<file path="src/oneshot_timer_map.svh">
// Purpose: Register offsets, field positions and reset values of the timer.
// Assumes: Byte-wide register port, 8-bit addresses.
// Notes: Definitions only.
`ifndef ONESHOT_TIMER_MAP_SVH
`define ONESHOT_TIMER_MAP_SVH

// Per-channel register block: channel index in addr[5:4], register in [3:0]
`define COUNT_VALUE_OFS 4'h0
`define MATCH_A_LIMIT_OFS 4'h1
`define MATCH_B_LIMIT_OFS 4'h2
`define CHAN_CTRL_OFS 4'h3
`define CHAN_OUT_OFS 4'h4
`define CHAN_STATUS_OFS 4'h5
`define CHAN_MASK_OFS 4'h6
// Global registers at addr[7:6] = 1
`define UNIT_CTRL_ADDR 8'h40
`define IRQ_ENABLE_ADDR 8'h41

// Channel control fields
`define CTRL_RUN_BIT 0
`define CTRL_ONESHOT_BIT 1
`define CTRL_CLR_LSB 2
`define CTRL_XFER_EN_BIT 4
`define CTRL_ACTION_A_LSB 0
`define CTRL_ACTION_B_LSB 2
`define CTRL_SHOT_LSB 4
// Unit control fields
`define UNIT_CASCADE_LSB 0
`define UNIT_SHUTDOWN_LSB 2

// Status fields
`define STAT_MATCH_A_BIT 0
`define STAT_MATCH_B_BIT 1
`define STAT_OVF_BIT 2

`define CTRL_RESET 8'h00
`define LIMIT_RESET 8'hFF
`define COUNT_RESET 8'h00

`endif

</file>
<file path="src/oneshot_timer_pkg.sv">
// Purpose: Types shared by the timer modules.
// Assumes: Nothing.
// Notes: Offsets and fields live in the map header.
package oneshot_timer_pkg;

  typedef enum logic [1:0] {
    CLR_NONE = 2'b00,
    CLR_ON_A = 2'b01,
    CLR_ON_B = 2'b10
  } clear_mode_t;

  typedef enum logic [1:0] {
    ACT_KEEP = 2'b00,
    ACT_LOW = 2'b01,
    ACT_HIGH = 2'b10,
    ACT_TOGGLE = 2'b11
  } pin_action_t;

  typedef enum logic [1:0] {
    SHOT_OFF = 2'b00,
    SHOT_LOW = 2'b01,
    SHOT_HIGH = 2'b10
  } shot_level_t;

  typedef enum logic [1:0] {
    ST_IDLE = 2'b00,
    ST_RUN = 2'b01,
    ST_SHOT = 2'b10
  } run_state_t;

endpackage : oneshot_timer_pkg

</file>
<file path="src/unit_link_if.sv">
// Purpose: Signals between the register file and one two-channel unit.
// Assumes: One clock domain.
// Notes: Upper channel is index 0 of the pair, lower is index 1.
`timescale 1ns/100ps
interface unit_link_if;
  logic cascade;
  logic shutdown;
  logic [1:0] run;
  logic [1:0] oneshot;
  logic [1:0][1:0] clr_mode;
  logic [1:0][1:0] act_a;
  logic [1:0][1:0] act_b;
  logic [1:0][1:0] shot;
  logic [1:0][7:0] limit_a;
  logic [1:0][7:0] limit_b;
  logic [1:0] cnt_wr;
  logic [7:0] cnt_wdata;
  logic [1:0][7:0] count;
  logic [1:0] hit_a;
  logic [1:0] hit_b;
  logic [1:0] ovf;
  logic [1:0] done;
  logic [1:0] pin_level;
  logic [1:0] pin_oe;

  modport ctrl (output cascade, shutdown, run, oneshot, clr_mode, act_a,
    act_b, shot, limit_a, limit_b, cnt_wr, cnt_wdata,
    input count, hit_a, hit_b, ovf, done, pin_level, pin_oe);
  modport unit (input cascade, shutdown, run, oneshot, clr_mode, act_a,
    act_b, shot, limit_a, limit_b, cnt_wr, cnt_wdata,
    output count, hit_a, hit_b, ovf, done, pin_level, pin_oe);
endinterface : unit_link_if

</file>
<file path="src/oneshot_timer.sv">
// Purpose: Four 8-bit timer channels in two cascadable one-shot units.
// Assumes: Byte register port, read data one cycle after the strobe.
// Notes: Channel c register block at c*16; global registers at 0x40.
`timescale 1ns/100ps
`include "oneshot_timer_map.svh"

// Summary of operation
// RL1: Channels zero and one form unit zero; two and three form unit one.
// RL2: Channels count in 8 bits; a cascaded unit counts in 16 bits.
// RL3: Counter, compare A and compare B each write without touching others.
// RL4: Stop gates the counter clock and holds the count; start resumes.
// RL5: A one-shot drives its pin high, low or not at all throughout.
// RL6: A cascaded unit one shows its waveform on channel two's pin.
// RL7: One transfer request at one-shot end when enabled, none otherwise.
// RL8: Compare match B flag sets when the one-shot delay completes.
// RL9: The one-shot timer stops itself at the end of its period.
// RL10: An enabled interrupt is raised at the end of the one-shot period.
// RL11: Software rounds periods up to whole ticks.
// RL12: Software rounds pulse widths down to whole ticks.
// RL13: Shutting a unit down stops both channels for low power.
// RL14: Each compare sets, clears, toggles or keeps the output pin.
// RL15: The counter clears after match A, after match B, or never.
// RL16: The counter steps once per enabled tick; equality is a match.
// RL17: A cascaded upper channel counts once per lower channel wrap.
module oneshot_timer
  import oneshot_timer_pkg::*;
(
  input wire logic clk_sys,
  input wire logic reset,
  input wire logic [7:0] addr,
  input wire logic [7:0] wdata,
  input wire logic wr,
  input wire logic rd,
  output logic [7:0] rdata,
  output logic [3:0] timer_output_pin,
  output logic [3:0] timer_output_pin_oe,
  output logic [3:0] transfer_controller_request,
  output logic irq
);

  logic [3:0][7:0] match_a_limit;
  logic [3:0][7:0] match_b_limit;
  logic [3:0][7:0] chan_ctrl;
  logic [3:0][7:0] chan_out;
  logic [3:0][2:0] chan_status;
  logic [3:0][2:0] chan_mask;
  logic [7:0] unit_ctrl;
  logic [3:0] irq_enable;
  logic [3:0][7:0] count_value;
  logic [3:0] hit_a;
  logic [3:0] hit_b;
  logic [3:0] ovf;
  logic [3:0] done;
  logic [3:0] level;
  logic [3:0] oe;
  logic [3:0] chan_wr;
  logic glob_sel;
  logic [3:0] reg_sel;
  logic [1:0] chan_idx;
  logic [7:0] next_rdata;

  unit_link_if link0 ();
  unit_link_if link1 ();

  assign chan_idx = addr[5:4];
  assign reg_sel = addr[3:0];
  assign glob_sel = addr[7:6] == 2'b01;

  // ----------------------------------------------------------------
  // Write decode
  // ----------------------------------------------------------------
  for (genvar c = 0; c < 4; c++) begin : g_dec
    assign chan_wr[c] = wr && addr[7:6] == 2'b00 && chan_idx == c;
  end

  // ----------------------------------------------------------------
  // Channel registers
  // ----------------------------------------------------------------
  for (genvar c = 0; c < 4; c++) begin : g_regs
    always_ff @(posedge clk_sys) begin
      if (reset) begin
        match_a_limit[c] <= `LIMIT_RESET;
        match_b_limit[c] <= `LIMIT_RESET;
        chan_out[c] <= `CTRL_RESET;
        chan_mask[c] <= 3'h0;
      end else if (chan_wr[c]) begin
        case (reg_sel)
          `MATCH_A_LIMIT_OFS: match_a_limit[c] <= wdata; // RL3
          `MATCH_B_LIMIT_OFS: match_b_limit[c] <= wdata; // RL3
          `CHAN_OUT_OFS: chan_out[c] <= wdata;
          `CHAN_MASK_OFS: chan_mask[c] <= wdata[2:0];
          default: ;
        endcase
      end
    end

    // Run bit falls by itself when the one-shot completes
    always_ff @(posedge clk_sys) begin
      if (reset) begin
        chan_ctrl[c] <= `CTRL_RESET;
      end else if (chan_wr[c] && reg_sel == `CHAN_CTRL_OFS) begin
        chan_ctrl[c] <= wdata; // RL4
      end else if (done[c]) begin
        chan_ctrl[c][`CTRL_RUN_BIT] <= 1'b0; // RL9
      end
    end

    // Sticky events; set wins over write-one-to-clear
    always_ff @(posedge clk_sys) begin
      if (reset) begin
        chan_status[c] <= 3'h0;
      end else begin
        chan_status[c] <= (chan_status[c] & ~((chan_wr[c]
          && reg_sel == `CHAN_STATUS_OFS) ? wdata[2:0] : 3'h0))
          | {ovf[c], hit_b[c], hit_a[c]}; // RL8
      end
    end

    // One-cycle request at one-shot end
    always_ff @(posedge clk_sys) begin
      if (reset) begin
        transfer_controller_request[c] <= 1'b0;
      end else begin
        transfer_controller_request[c] <= done[c]
          && chan_ctrl[c][`CTRL_XFER_EN_BIT]; // RL7
      end
    end
  end

  // ----------------------------------------------------------------
  // Global registers
  // ----------------------------------------------------------------
  always_ff @(posedge clk_sys) begin
    if (reset) begin
      unit_ctrl <= `CTRL_RESET;
      irq_enable <= 4'h0;
    end else if (wr && glob_sel) begin
      if (addr == `UNIT_CTRL_ADDR) begin
        unit_ctrl <= wdata; // RL13
      end
      if (addr == `IRQ_ENABLE_ADDR) begin
        irq_enable <= wdata[3:0];
      end
    end
  end

  // ----------------------------------------------------------------
  // Interrupt
  // ----------------------------------------------------------------
  always_ff @(posedge clk_sys) begin
    if (reset) begin
      irq <= 1'b0;
    end else begin
      irq <= 1'b0;
      for (int c = 0; c < 4; c++) begin
        if (irq_enable[c] && |(chan_status[c] & chan_mask[c])) begin
          irq <= 1'b1; // RL10
        end
      end
    end
  end

  // ----------------------------------------------------------------
  // Read port
  // ----------------------------------------------------------------
  always_comb begin
    next_rdata = 8'h00;
    if (addr[7:6] == 2'b00) begin
      case (reg_sel)
        `COUNT_VALUE_OFS: next_rdata = count_value[chan_idx];
        `MATCH_A_LIMIT_OFS: next_rdata = match_a_limit[chan_idx];
        `MATCH_B_LIMIT_OFS: next_rdata = match_b_limit[chan_idx];
        `CHAN_CTRL_OFS: next_rdata = chan_ctrl[chan_idx];
        `CHAN_OUT_OFS: next_rdata = chan_out[chan_idx];
        `CHAN_STATUS_OFS: next_rdata = {5'h00, chan_status[chan_idx]};
        `CHAN_MASK_OFS: next_rdata = {5'h00, chan_mask[chan_idx]};
        default: next_rdata = 8'h00;
      endcase
    end else if (addr == `UNIT_CTRL_ADDR) begin
      next_rdata = unit_ctrl;
    end else if (addr == `IRQ_ENABLE_ADDR) begin
      next_rdata = {4'h0, irq_enable};
    end
  end

  always_ff @(posedge clk_sys) begin
    if (reset) begin
      rdata <= 8'h00;
    end else if (rd) begin
      rdata <= next_rdata;
    end else begin
      rdata <= 8'h00;
    end
  end

  // ----------------------------------------------------------------
  // Unit hookup: upper channel index 0, lower index 1
  // ----------------------------------------------------------------
  always_comb begin
    link0.cascade = unit_ctrl[`UNIT_CASCADE_LSB]; // RL1
    link1.cascade = unit_ctrl[`UNIT_CASCADE_LSB + 1];
    link0.shutdown = unit_ctrl[`UNIT_SHUTDOWN_LSB]; // RL13
    link1.shutdown = unit_ctrl[`UNIT_SHUTDOWN_LSB + 1];
    link0.cnt_wdata = wdata;
    link1.cnt_wdata = wdata;
    for (int k = 0; k < 2; k++) begin
      link0.run[k] = chan_ctrl[k][`CTRL_RUN_BIT];
      link1.run[k] = chan_ctrl[k + 2][`CTRL_RUN_BIT];
      link0.oneshot[k] = chan_ctrl[k][`CTRL_ONESHOT_BIT];
      link1.oneshot[k] = chan_ctrl[k + 2][`CTRL_ONESHOT_BIT];
      link0.clr_mode[k] = chan_ctrl[k][`CTRL_CLR_LSB +: 2];
      link1.clr_mode[k] = chan_ctrl[k + 2][`CTRL_CLR_LSB +: 2];
      link0.act_a[k] = chan_out[k][`CTRL_ACTION_A_LSB +: 2];
      link1.act_a[k] = chan_out[k + 2][`CTRL_ACTION_A_LSB +: 2];
      link0.act_b[k] = chan_out[k][`CTRL_ACTION_B_LSB +: 2];
      link1.act_b[k] = chan_out[k + 2][`CTRL_ACTION_B_LSB +: 2];
      link0.shot[k] = chan_out[k][`CTRL_SHOT_LSB +: 2];
      link1.shot[k] = chan_out[k + 2][`CTRL_SHOT_LSB +: 2];
      link0.limit_a[k] = match_a_limit[k];
      link1.limit_a[k] = match_a_limit[k + 2];
      link0.limit_b[k] = match_b_limit[k];
      link1.limit_b[k] = match_b_limit[k + 2];
      link0.cnt_wr[k] = chan_wr[k] && reg_sel == `COUNT_VALUE_OFS; // RL3
      link1.cnt_wr[k] = chan_wr[k + 2] && reg_sel == `COUNT_VALUE_OFS;
    end
  end

  assign count_value = {link1.count, link0.count};
  assign hit_a = {link1.hit_a, link0.hit_a};
  assign hit_b = {link1.hit_b, link0.hit_b};
  assign ovf = {link1.ovf, link0.ovf};
  assign done = {link1.done, link0.done};
  assign level = {link1.pin_level, link0.pin_level};
  assign oe = {link1.pin_oe, link0.pin_oe};

  // Cascaded unit one leaves on channel two's pin
  always_comb begin
    timer_output_pin = level;
    timer_output_pin_oe = oe;
    if (link0.cascade) begin
      timer_output_pin[0] = level[1];
    end
    if (link1.cascade) begin
      timer_output_pin[2] = level[3]; // RL6
    end
  end

  timer_pair unit0 (
    .clk_sys(clk_sys),
    .reset(reset),
    .link(link0.unit)
  );

  timer_pair unit1 (
    .clk_sys(clk_sys),
    .reset(reset),
    .link(link1.unit)
  );

endmodule : oneshot_timer

</file>
<file path="src/timer_pair.sv">
// Purpose: Two 8-bit channels that may be joined into one 16-bit timer.
// Assumes: Counting on every clk_sys edge while running.
// Notes: In cascade the pair's waveform leaves on the upper channel pin.
`timescale 1ns/100ps
`include "oneshot_timer_map.svh"
module timer_pair
  import oneshot_timer_pkg::*;
(
  input wire logic clk_sys,
  input wire logic reset,
  unit_link_if.unit link
);

  logic [15:0] wide_count;
  logic [15:0] wide_a;
  logic [15:0] wide_b;
  logic [1:0] tick;
  logic [1:0] clr;
  logic [1:0] m_a;
  logic [1:0] m_b;
  logic [1:0][7:0] cnt;
  logic [1:0] level;

  assign wide_count = {cnt[0], cnt[1]};
  assign wide_a = {link.limit_a[0], link.limit_a[1]};
  assign wide_b = {link.limit_b[0], link.limit_b[1]};
  assign link.count = cnt;

  // ----------------------------------------------------------------
  // Tick, match and clear per channel
  // ----------------------------------------------------------------
  always_comb begin
    // Lower channel drives the pair when cascaded
    tick[1] = link.run[1] && !link.shutdown; // RL4 RL13 RL16
    if (link.cascade) begin // RL1
      m_a[1] = wide_count == wide_a; // RL2
      m_b[1] = wide_count == wide_b;
      m_a[0] = 1'b0;
      m_b[0] = 1'b0;
      tick[0] = tick[1] && cnt[1] == 8'hFF; // RL17
      clr[1] = tick[1] && ((clear_mode_t'(link.clr_mode[1]) == CLR_ON_A
        && m_a[1]) || (clear_mode_t'(link.clr_mode[1]) == CLR_ON_B
        && m_b[1])); // RL15
      clr[0] = clr[1];
    end else begin
      m_a[1] = cnt[1] == link.limit_a[1];
      m_b[1] = cnt[1] == link.limit_b[1];
      m_a[0] = cnt[0] == link.limit_a[0];
      m_b[0] = cnt[0] == link.limit_b[0];
      tick[0] = link.run[0] && !link.shutdown; // RL4 RL13
      for (int i = 0; i < 2; i++) begin
        clr[i] = tick[i] && ((clear_mode_t'(link.clr_mode[i]) == CLR_ON_A
          && m_a[i]) || (clear_mode_t'(link.clr_mode[i]) == CLR_ON_B
          && m_b[i])); // RL15
      end
    end
  end

  // ----------------------------------------------------------------
  // Counters, events and output pins
  // ----------------------------------------------------------------
  for (genvar i = 0; i < 2; i++) begin : g_chan
    // Match events report only from the channel that owns the compare; overflow from the upper in cascade
    assign link.hit_a[i] = tick[i] && m_a[i];
    assign link.hit_b[i] = tick[i] && m_b[i]; // RL8
    assign link.ovf[i] = tick[i] && cnt[i] == 8'hFF && !clr[i]
      && !(link.cascade && i == 1);
    assign link.done[i] = link.hit_b[i] && link.oneshot[i]; // RL9
    assign link.pin_level[i] = level[i];

    always_ff @(posedge clk_sys) begin
      if (reset) begin
        cnt[i] <= `COUNT_RESET;
      end else if (link.cnt_wr[i]) begin
        cnt[i] <= link.cnt_wdata; // RL3
      end else if (clr[i]) begin
        cnt[i] <= 8'h00;
      end else if (tick[i]) begin
        cnt[i] <= cnt[i] + 8'h01; // RL16
      end
    end

    always_ff @(posedge clk_sys) begin
      if (reset) begin
        level[i] <= 1'b0;
      end else if (link.oneshot[i]) begin
        // Hold the configured level while the shot runs
        level[i] <= link.run[i] && shot_level_t'(link.shot[i]) == SHOT_HIGH
          && !link.done[i]; // RL5
      end else if (link.hit_b[i]) begin
        case (pin_action_t'(link.act_b[i])) // RL14
          ACT_LOW: level[i] <= 1'b0;
          ACT_HIGH: level[i] <= 1'b1;
          ACT_TOGGLE: level[i] <= !level[i];
          default: level[i] <= level[i];
        endcase
      end else if (link.hit_a[i]) begin
        case (pin_action_t'(link.act_a[i])) // RL14
          ACT_LOW: level[i] <= 1'b0;
          ACT_HIGH: level[i] <= 1'b1;
          ACT_TOGGLE: level[i] <= !level[i];
          default: level[i] <= level[i];
        endcase
      end
    end
  end

  // Cascade: lower channel's waveform leaves on the upper pin
  always_comb begin
    link.pin_oe[1] = !link.cascade && (!link.oneshot[1]
      || shot_level_t'(link.shot[1]) != SHOT_OFF);
    link.pin_oe[0] = link.oneshot[link.cascade ? 1 : 0] ?
      shot_level_t'(link.shot[link.cascade ? 1 : 0]) != SHOT_OFF : 1'b1;
  end

endmodule : timer_pair

</file>
<file path="config.mk">
export PLATFORM = sky130hd
export DESIGN_NAME = oneshot_timer
export DESIGN_NICKNAME = d
export VERILOG_FILES = /design/src/oneshot_timer_pkg.sv /design/src/unit_link_if.sv /design/src/oneshot_timer.sv /design/src/timer_pair.sv
export VERILOG_INCLUDE_DIRS = /design/src /design/src/src
export SDC_FILE = /design/constraint.sdc
export NUM_CORES = 1
export LEC_CHECK = 0
export ABC_AREA = 1
export ABC_CLOCK_PERIOD_IN_PS = 3000
export BUFFER_PORTS_ARGS = -buffer_cell sky130_fd_sc_hd__buf_4
export CAP_MARGIN = 20
export CORE_MARGIN = 2
export CORE_UTILIZATION = 50
export DETAILED_ROUTE_END_ITERATION = 6
export PLACE_DENSITY = 0.68
export SYNTH_ARGS = -nofsm -noshare
export SYNTH_HDL_FRONTEND = slang
export SYNTH_HIERARCHICAL = 1
export SYNTH_SLANG_ARGS = --single-unit
</file>
<file path="constraint.sdc">
create_clock -name clk_sys -period 3 [get_ports clk_sys]
set_input_delay 0.6 -clock clk_sys [delete_from_list [all_inputs] [get_ports clk_sys]]
set_output_delay 0.6 -clock clk_sys [all_outputs]
set_load 0.02 [all_outputs]
</file>
==> reports/qor.yml, run 1 <==
status: "finished, violations left"
violations: "design-rule violations"
setup_viol_count_final: 0
path_buf_inv: 2
htreeDepth: 1
finalCriticalPeriod_ns: 2.37
post_cts_buffers: 0
min_path_type: "in -> reg"
fin_tns_setup_ns: 0
syn_nets: 2164
ys_ff_latch: 213
p_leak_nw: 7.17
synth_edf_count: 0
ys.flop_type: "dfxtp_1"
cap_violations: 0
worstMarginPinSlew_ns: 1.02
cp_cell_sequence: "xor2_1 -> nor2_1 -> nand2_1 -> nor2_4 -> nand3_1 -> nand2_1 -> inv_2 -> nand2_4 -> nor4_1 -> inv_1 -> a21oi_1"
syn_area_per_cell_um2: 6.04
cts_resized: 0
clkLatencyLatePin_ns: 0.52
drtIter0Drc: 1721
syn_inst: 2132
startpoint_type: "register"
utilization_pct: 56.2
cpPeakStageDelay_ns: 0.52
drt-pass1-iter-count: 7
grt_pass1_wl_um: 67000
cp_max_fo: 11
first_global_vias: 12100
drive_gt1_share_pct: 10.1
num_rows: 58
synth.distinct_cells: 45
port_buffers: 40
cts_tree: "built"
core_um2: 25300
finalWirelength_um: 43000
crit_family: "simple AND/OR/NAND/NOR gates"
hpwl_um: 30500
yosysWarnings: 6
grt_start_max_net_pins: 75
vdd_drop_max_mv: 0.436
rsz0062_at_grt: "false"
cts_buffer_depth: 3
crit_slowest_cell: "dfxtp_1"
drc: 2
place_area_um2: 13400
cpMostUsedCell: "nand2_1"
cp.arrival_ns: 2.82
start_util_pct: 51.0
die_area_um2: 27000
fin_crit_sh_pct: 78.9
syn_to_final_growth_pct: 10.3
cts_made_buffers: 25
grt.overflow.total: 0
routabilityCongestion: 0.988
clockRootBuffer: "clkbuf_16"
wl_per_cell_um: 17.3
fmax_mhz: 422
cp-end-kind: "register"
design_area_um2: 14200
hold_buffers: 0
synth_seq_area_share_pct: 33.1
route.vias.total: 13700
finClkSkew_ns: 0.0106
die_h_um: 164
clkTransAtPathRegs_ns: 0.06
antenna_left: 0
path_class: "reg -> reg"
ff2ff_setup_slack_ns: 0.63
slew_headroom_pct: 32.2
drv_slew: 0
io_pins: 41
async_flop_share_pct: 0
critPathRequiredTime_ns: 3.45
power-per-cell-area_nw_per_um2: 448
hold_violations: 0
via_per_inst: 5.51
antenna_found_initial: 0
netlist_area_um2: 12900
clock-sinks: 213
n_antenna_cell: 0
grt_util_all_layers_pct: 31.7
nets: 2168
die_w_um: 164
[worst register-to-register path, cell delays in order, from the launching register on]
cell and delay, ns:
dfxtp_1 0.52, xor2_1 0.23, nor2_1 0.09, nand2_1 0.20, nor2_4 0.07, nand3_1 0.07, nand2_1 0.11, inv_2 0.22
nand2_4 0.12, nor4_1 0.42, inv_1 0.10, a21oi_1 0.15
[cell usage after synthesis (all sizes together) (3+ instances only)]
cell type / number / share of area, %
nand4: 29 / 1.4
o22ai: 3 / 0.15
nand3: 114 / 4.7
or2: 4 / 0.19
ha: 12 / 1.2
inv: 217 / 6.4
dfxtp: 213 / 33
a21oi: 117 / 4.6
nor2: 264 / 8.8
buf: 37 / 1.9
clkbuf: 48 / 1.4
a211oi: 4 / 0.23
o21bai: 5 / 0.29
o21ai: 127 / 4.9
xor2: 19 / 1.3
nor3: 27 / 1.5
nor4: 3 / 0.15
o211ai: 25 / 1.9
nand2: 852 / 25
[sequential cells by signal, summed over array words and instances, names as in the netlist, 2 cells and up]
name	count
unit1/link.pin_level	2
chan_ctrl	32
unit0/link.count	16
irq_enable	4
unit1/link.count	16
chan_status	12
link0.limit_b	16
link0.limit_a	16
chan_out	32
transfer_controller_request	4
link1.limit_b	16
chan_mask	12
unit_ctrl	8
unit0/link.pin_level	2
link1.limit_a	16
rdata	8
[cell usage in the layout (no fill, tap or decap), types with 13 or more instances in the layout]
cell type  count
nand2_1      840
nor2_1       233
dfxtp_1      213
inv_1        177
o21ai_0      119
a21oi_1      115
nand3_1      109
buf_4         59
inv_2         37
nand4_1       29
clkbuf_16     25
nor2_2        19
nor3_1        19
xor2_1        19
o211ai_1      13
[cell type report]
cell class | count | area, um^2
Inverter | 217 | 822
Fill cell | 2590 | 11100
Clock buffer | 33 | 706
Timing Repair Buffer | 62 | 503
Clock inverter | 11 | 133
Tap cell | 330 | 413
Sequential cell | 213 | 4260
Multi-Input combinational cell | 1617 | 7350
[per-stage QoR]
step	hold slack (ns)	setup slack [ns]	std cells	total power [mW]
floorplan	0.423	0.716	2132	3.13
global placement	0.456	0.616	2439	3.28
detailed placement	0.464	0.525	2439	3.28
CTS	0.397	0.680	2483	6.38
global route	0.392	0.505	2483	6.52
finish	0.405	0.633	2483	6.37
[metal layers]
metal  vias to the layer above  GRT usage (%)  wire length [um]
met1                      6259           45.4             19300
li1                       6714              -                 -
met5                         -              0                 0
met3                       108           3.57              3430
met2                       592           49.2             18600
met4                         0           11.4              1730
[cell families after synthesis]
logic type,count (synthesis),synth area share (%)
fa+ha+maj,12,1.17
xor+xnor,20,1.36
flops,213,33.1
simple gates,1299,42.2
compound gates,286,12.4
buf+inv,302,9.70
[worst paths after layout]
path                                     from                         to  depth (start not counted)
max          unit1/link.count[1]$_SDFFE_PP0P_  chan_status[8]$_SDFF_PP0_                         11
min                                   addr[6]        rdata[1]$_SDFF_PP0_                          4
max reg2reg  unit1/link.count[1]$_SDFFE_PP0P_  chan_status[8]$_SDFF_PP0_                         11
min reg2reg         chan_ctrl[7]$_SDFFE_PP0P_  chan_ctrl[7]$_SDFFE_PP0P_                          2
[where the power goes]
part	internal [mW]	leakage, nW	switching, mW
registers	2.84	1.72	0.0109
clock network	1.90	0.417	1.24
logic	0.0890	5.03	0.292
total	4.83	7.17	1.54
Power figures use the tool's default switching activity.
==> run 2, diff against run 1 <==
--- a/config.mk
+++ b/config.mk
@@ -7,7 +7,7 @@
 export NUM_CORES = 1
 export LEC_CHECK = 0
 export ABC_AREA = 1
-export ABC_CLOCK_PERIOD_IN_PS = 3000
+export ABC_CLOCK_PERIOD_IN_PS = 2230
 export BUFFER_PORTS_ARGS = -buffer_cell sky130_fd_sc_hd__buf_4
 export CAP_MARGIN = 20
 export CORE_MARGIN = 2
==> constraint.sdc (replaced) <==
create_clock -name clk_sys -period 2.23 [get_ports clk_sys]
set_input_delay 0.446 -clock clk_sys [delete_from_list [all_inputs] [get_ports clk_sys]]
set_output_delay 0.446 -clock clk_sys [all_outputs]
set_load 0.02 [all_outputs]
==> reports/qor.yml, run 2 (synthesis results as in run 1) <==
io_pins: 41
path_class: "reg -> out"
worstMarginPinSlew_ns: 0.655
vdd_drop_max_mv: 0.543
cap_violations: 0
start_util_pct: 51.0
finalCriticalPeriod_ns: 2.12
final_cell_mix: "840 x nand2_1, 232 x nor2_1, 210 x dfxtp_1"
startpoint_type: "register"
finalWirelength_um: 44900
slew_headroom_pct: 56.3
finalNonFillerCells: 2522
port_buffers: 40
post_cts_buffers: 0
rsz0062_at_grt: "false"
first_global_vias: 12300
routabilityCongestion: 0.974
min_path_type: "in -> reg"
route.vias.total: 13800
grt.overflow.total: 0
clkLatencyLatePin_ns: 0.53
cellInternalPower_mw: 6.37
drc: 0
clockRootBuffer: "clkbuf_16"
drtIter0Drc: 1788
swShare_pct: 24.8
grt_util_all_layers_pct: 33.0
cp_max_fo: 11
cts_resized: 1
reg.largest.list: "chan_ctrl (32), chan_out (32)"
status: "finished, final reports clean"
hold_violations: 0
die_w_um: 164
fin_crit_sh_pct: 95.3
seqPwrFrac_pct: 45.2
p_clk_share_pct: 48.4
clkTransAtPathRegs_ns: 0.07
cpPeakStageDelay_ns: 0.62
htreeDepth: 1
cp-end-kind: "output pin"
hold_buffers: 0
comb_power_share_pct: 6.5
grt_start_max_net_pins: 68
p_leak_nw: 7.36
cp_cell_sequence: "inv_1 -> nand2_1 -> nand2_1 -> buf_4"
grt_pass1_wl_um: 69500
num_rows: 58
core_um2: 25300
nets: 2208
crit_slowest_cell: "dfxtp_1"
cp.arrival_ns: 1.68
antenna_found_initial: 0
drive_gt1_share_pct: 11.8
drv_slew: 0
finClkSkew_ns: 0.0168
antenna_left: 0
cts_buffer_depth: 3
fmax_mhz: 471
setup_viol_count_final: 0
cpMostUsedCell: "nand2_1"
syn_to_final_growth_pct: 13.0
cts_made_buffers: 25
die_area_um2: 27000
finalWorstSetupSlack_ns: 0.105
wl_per_cell_um: 17.8
power-per-cell-area_nw_per_um2: 583
cts_tree: "built"
die_h_um: 164
critPathRequiredTime_ns: 1.78
dpl.cell_count: 2479
via_per_inst: 5.47
hpwl_um: 32200
dp_slack_ns: -0.0677
fin_tns_setup_ns: 0
path_buf_inv: 2
final_common_cell: "nand2_1"
clock-sinks: 213
n_antenna_cell: 0
p_total_mw: 8.47
crit_family: "flip-flops"
power.switching_mw: 2.10
drt-pass1-iter-count: 5
==> run 2: cell types whose count changed in the layout (fill, tap and decap cells not counted), moves of 2 or more <==
cell        before  now
clkinvlp_4       1    3
clkbuf_1         3    5
dfxtp_2          0    2
dfxtp_1        213  210
buf_12           3    7
buf_4           59   95
clkinv_2         7    3
==> run 2: path summary, 6_finish.rpt <==
path | slack (ns) | depth (start not counted) | start | endpoint
hold reg to reg | 0.45 | 2 | chan_out[23]$_SDFFE_PP0P_ | chan_out[23]$_SDFFE_PP0P_
setup / recovery | 0.11 | 4 | unit_ctrl[0]$_SDFFE_PP0P_ | timer_output_pin[0]
hold / removal | 0.21 | 2 | reset | chan_status[8]$_SDFF_PP0_
setup reg to reg | 0.19 | 13 | unit1/link.count[8]$_SDFFE_PP0P_ | chan_status[8]$_SDFF_PP0_
==> run 2: layout make-up <==
cell class,instances,area [um^2]
inverters,217,822
clock inverters,9,106
multi-input cells,1617,7370
flip-flops and latches,213,4270
fillers,2519,10700
well taps,330,413
repair buffers,102,853
clock buffers,34,699
==> run 2: power groups by stage <==
| stage | clock network (mW) | logic (mW) | registers (mW) |
|---|---|---|---|
| after floorplan | 0 | 0.299 | 3.91 |
| after detailed placement | 0 | 0.533 | 3.91 |
| after global routing | 4.26 | 0.582 | 3.83 |
| final | 4.10 | 0.547 | 3.83 |
| after global placement | 0 | 0.531 | 3.91 |
| after CTS | 4.13 | 0.533 | 3.83 |
==> run 2: metrics by stage <==
step	cell area (um^2)	util [%]	hold WS [ns]
2_1_floorplan	12900	-	0.423
3_3_place_gp	13700	54.3	0.436
3_5_place_dp	13700	54.3	0.447
4_1_cts	14500	57.5	0.193
5_1_grt	14500	57.6	0.205
6_report	14500	57.6	0.210
==> run 2: layer usage <==
layer	wire length (um)	vias up	share of wire (%)	GRT usage, %
li1	-	6802	-	-
met1	19900	6272	44	47.1
met2	19900	640	44	52.8
met3	3650	91	8.1	2.86
met4	1450	0	3.2	10.4
met5	0	-	0	0
==> run 2: worst register-to-register path: cells and delay by family, from the launching register on <==
family | cells | cell delay [ns]
simple gates | 7 | 0.83
fa+ha+maj | 1 | 0.19
buf+inv | 4 | 0.41
compound gates | 1 | 0.15
flops | 1 | 0.40
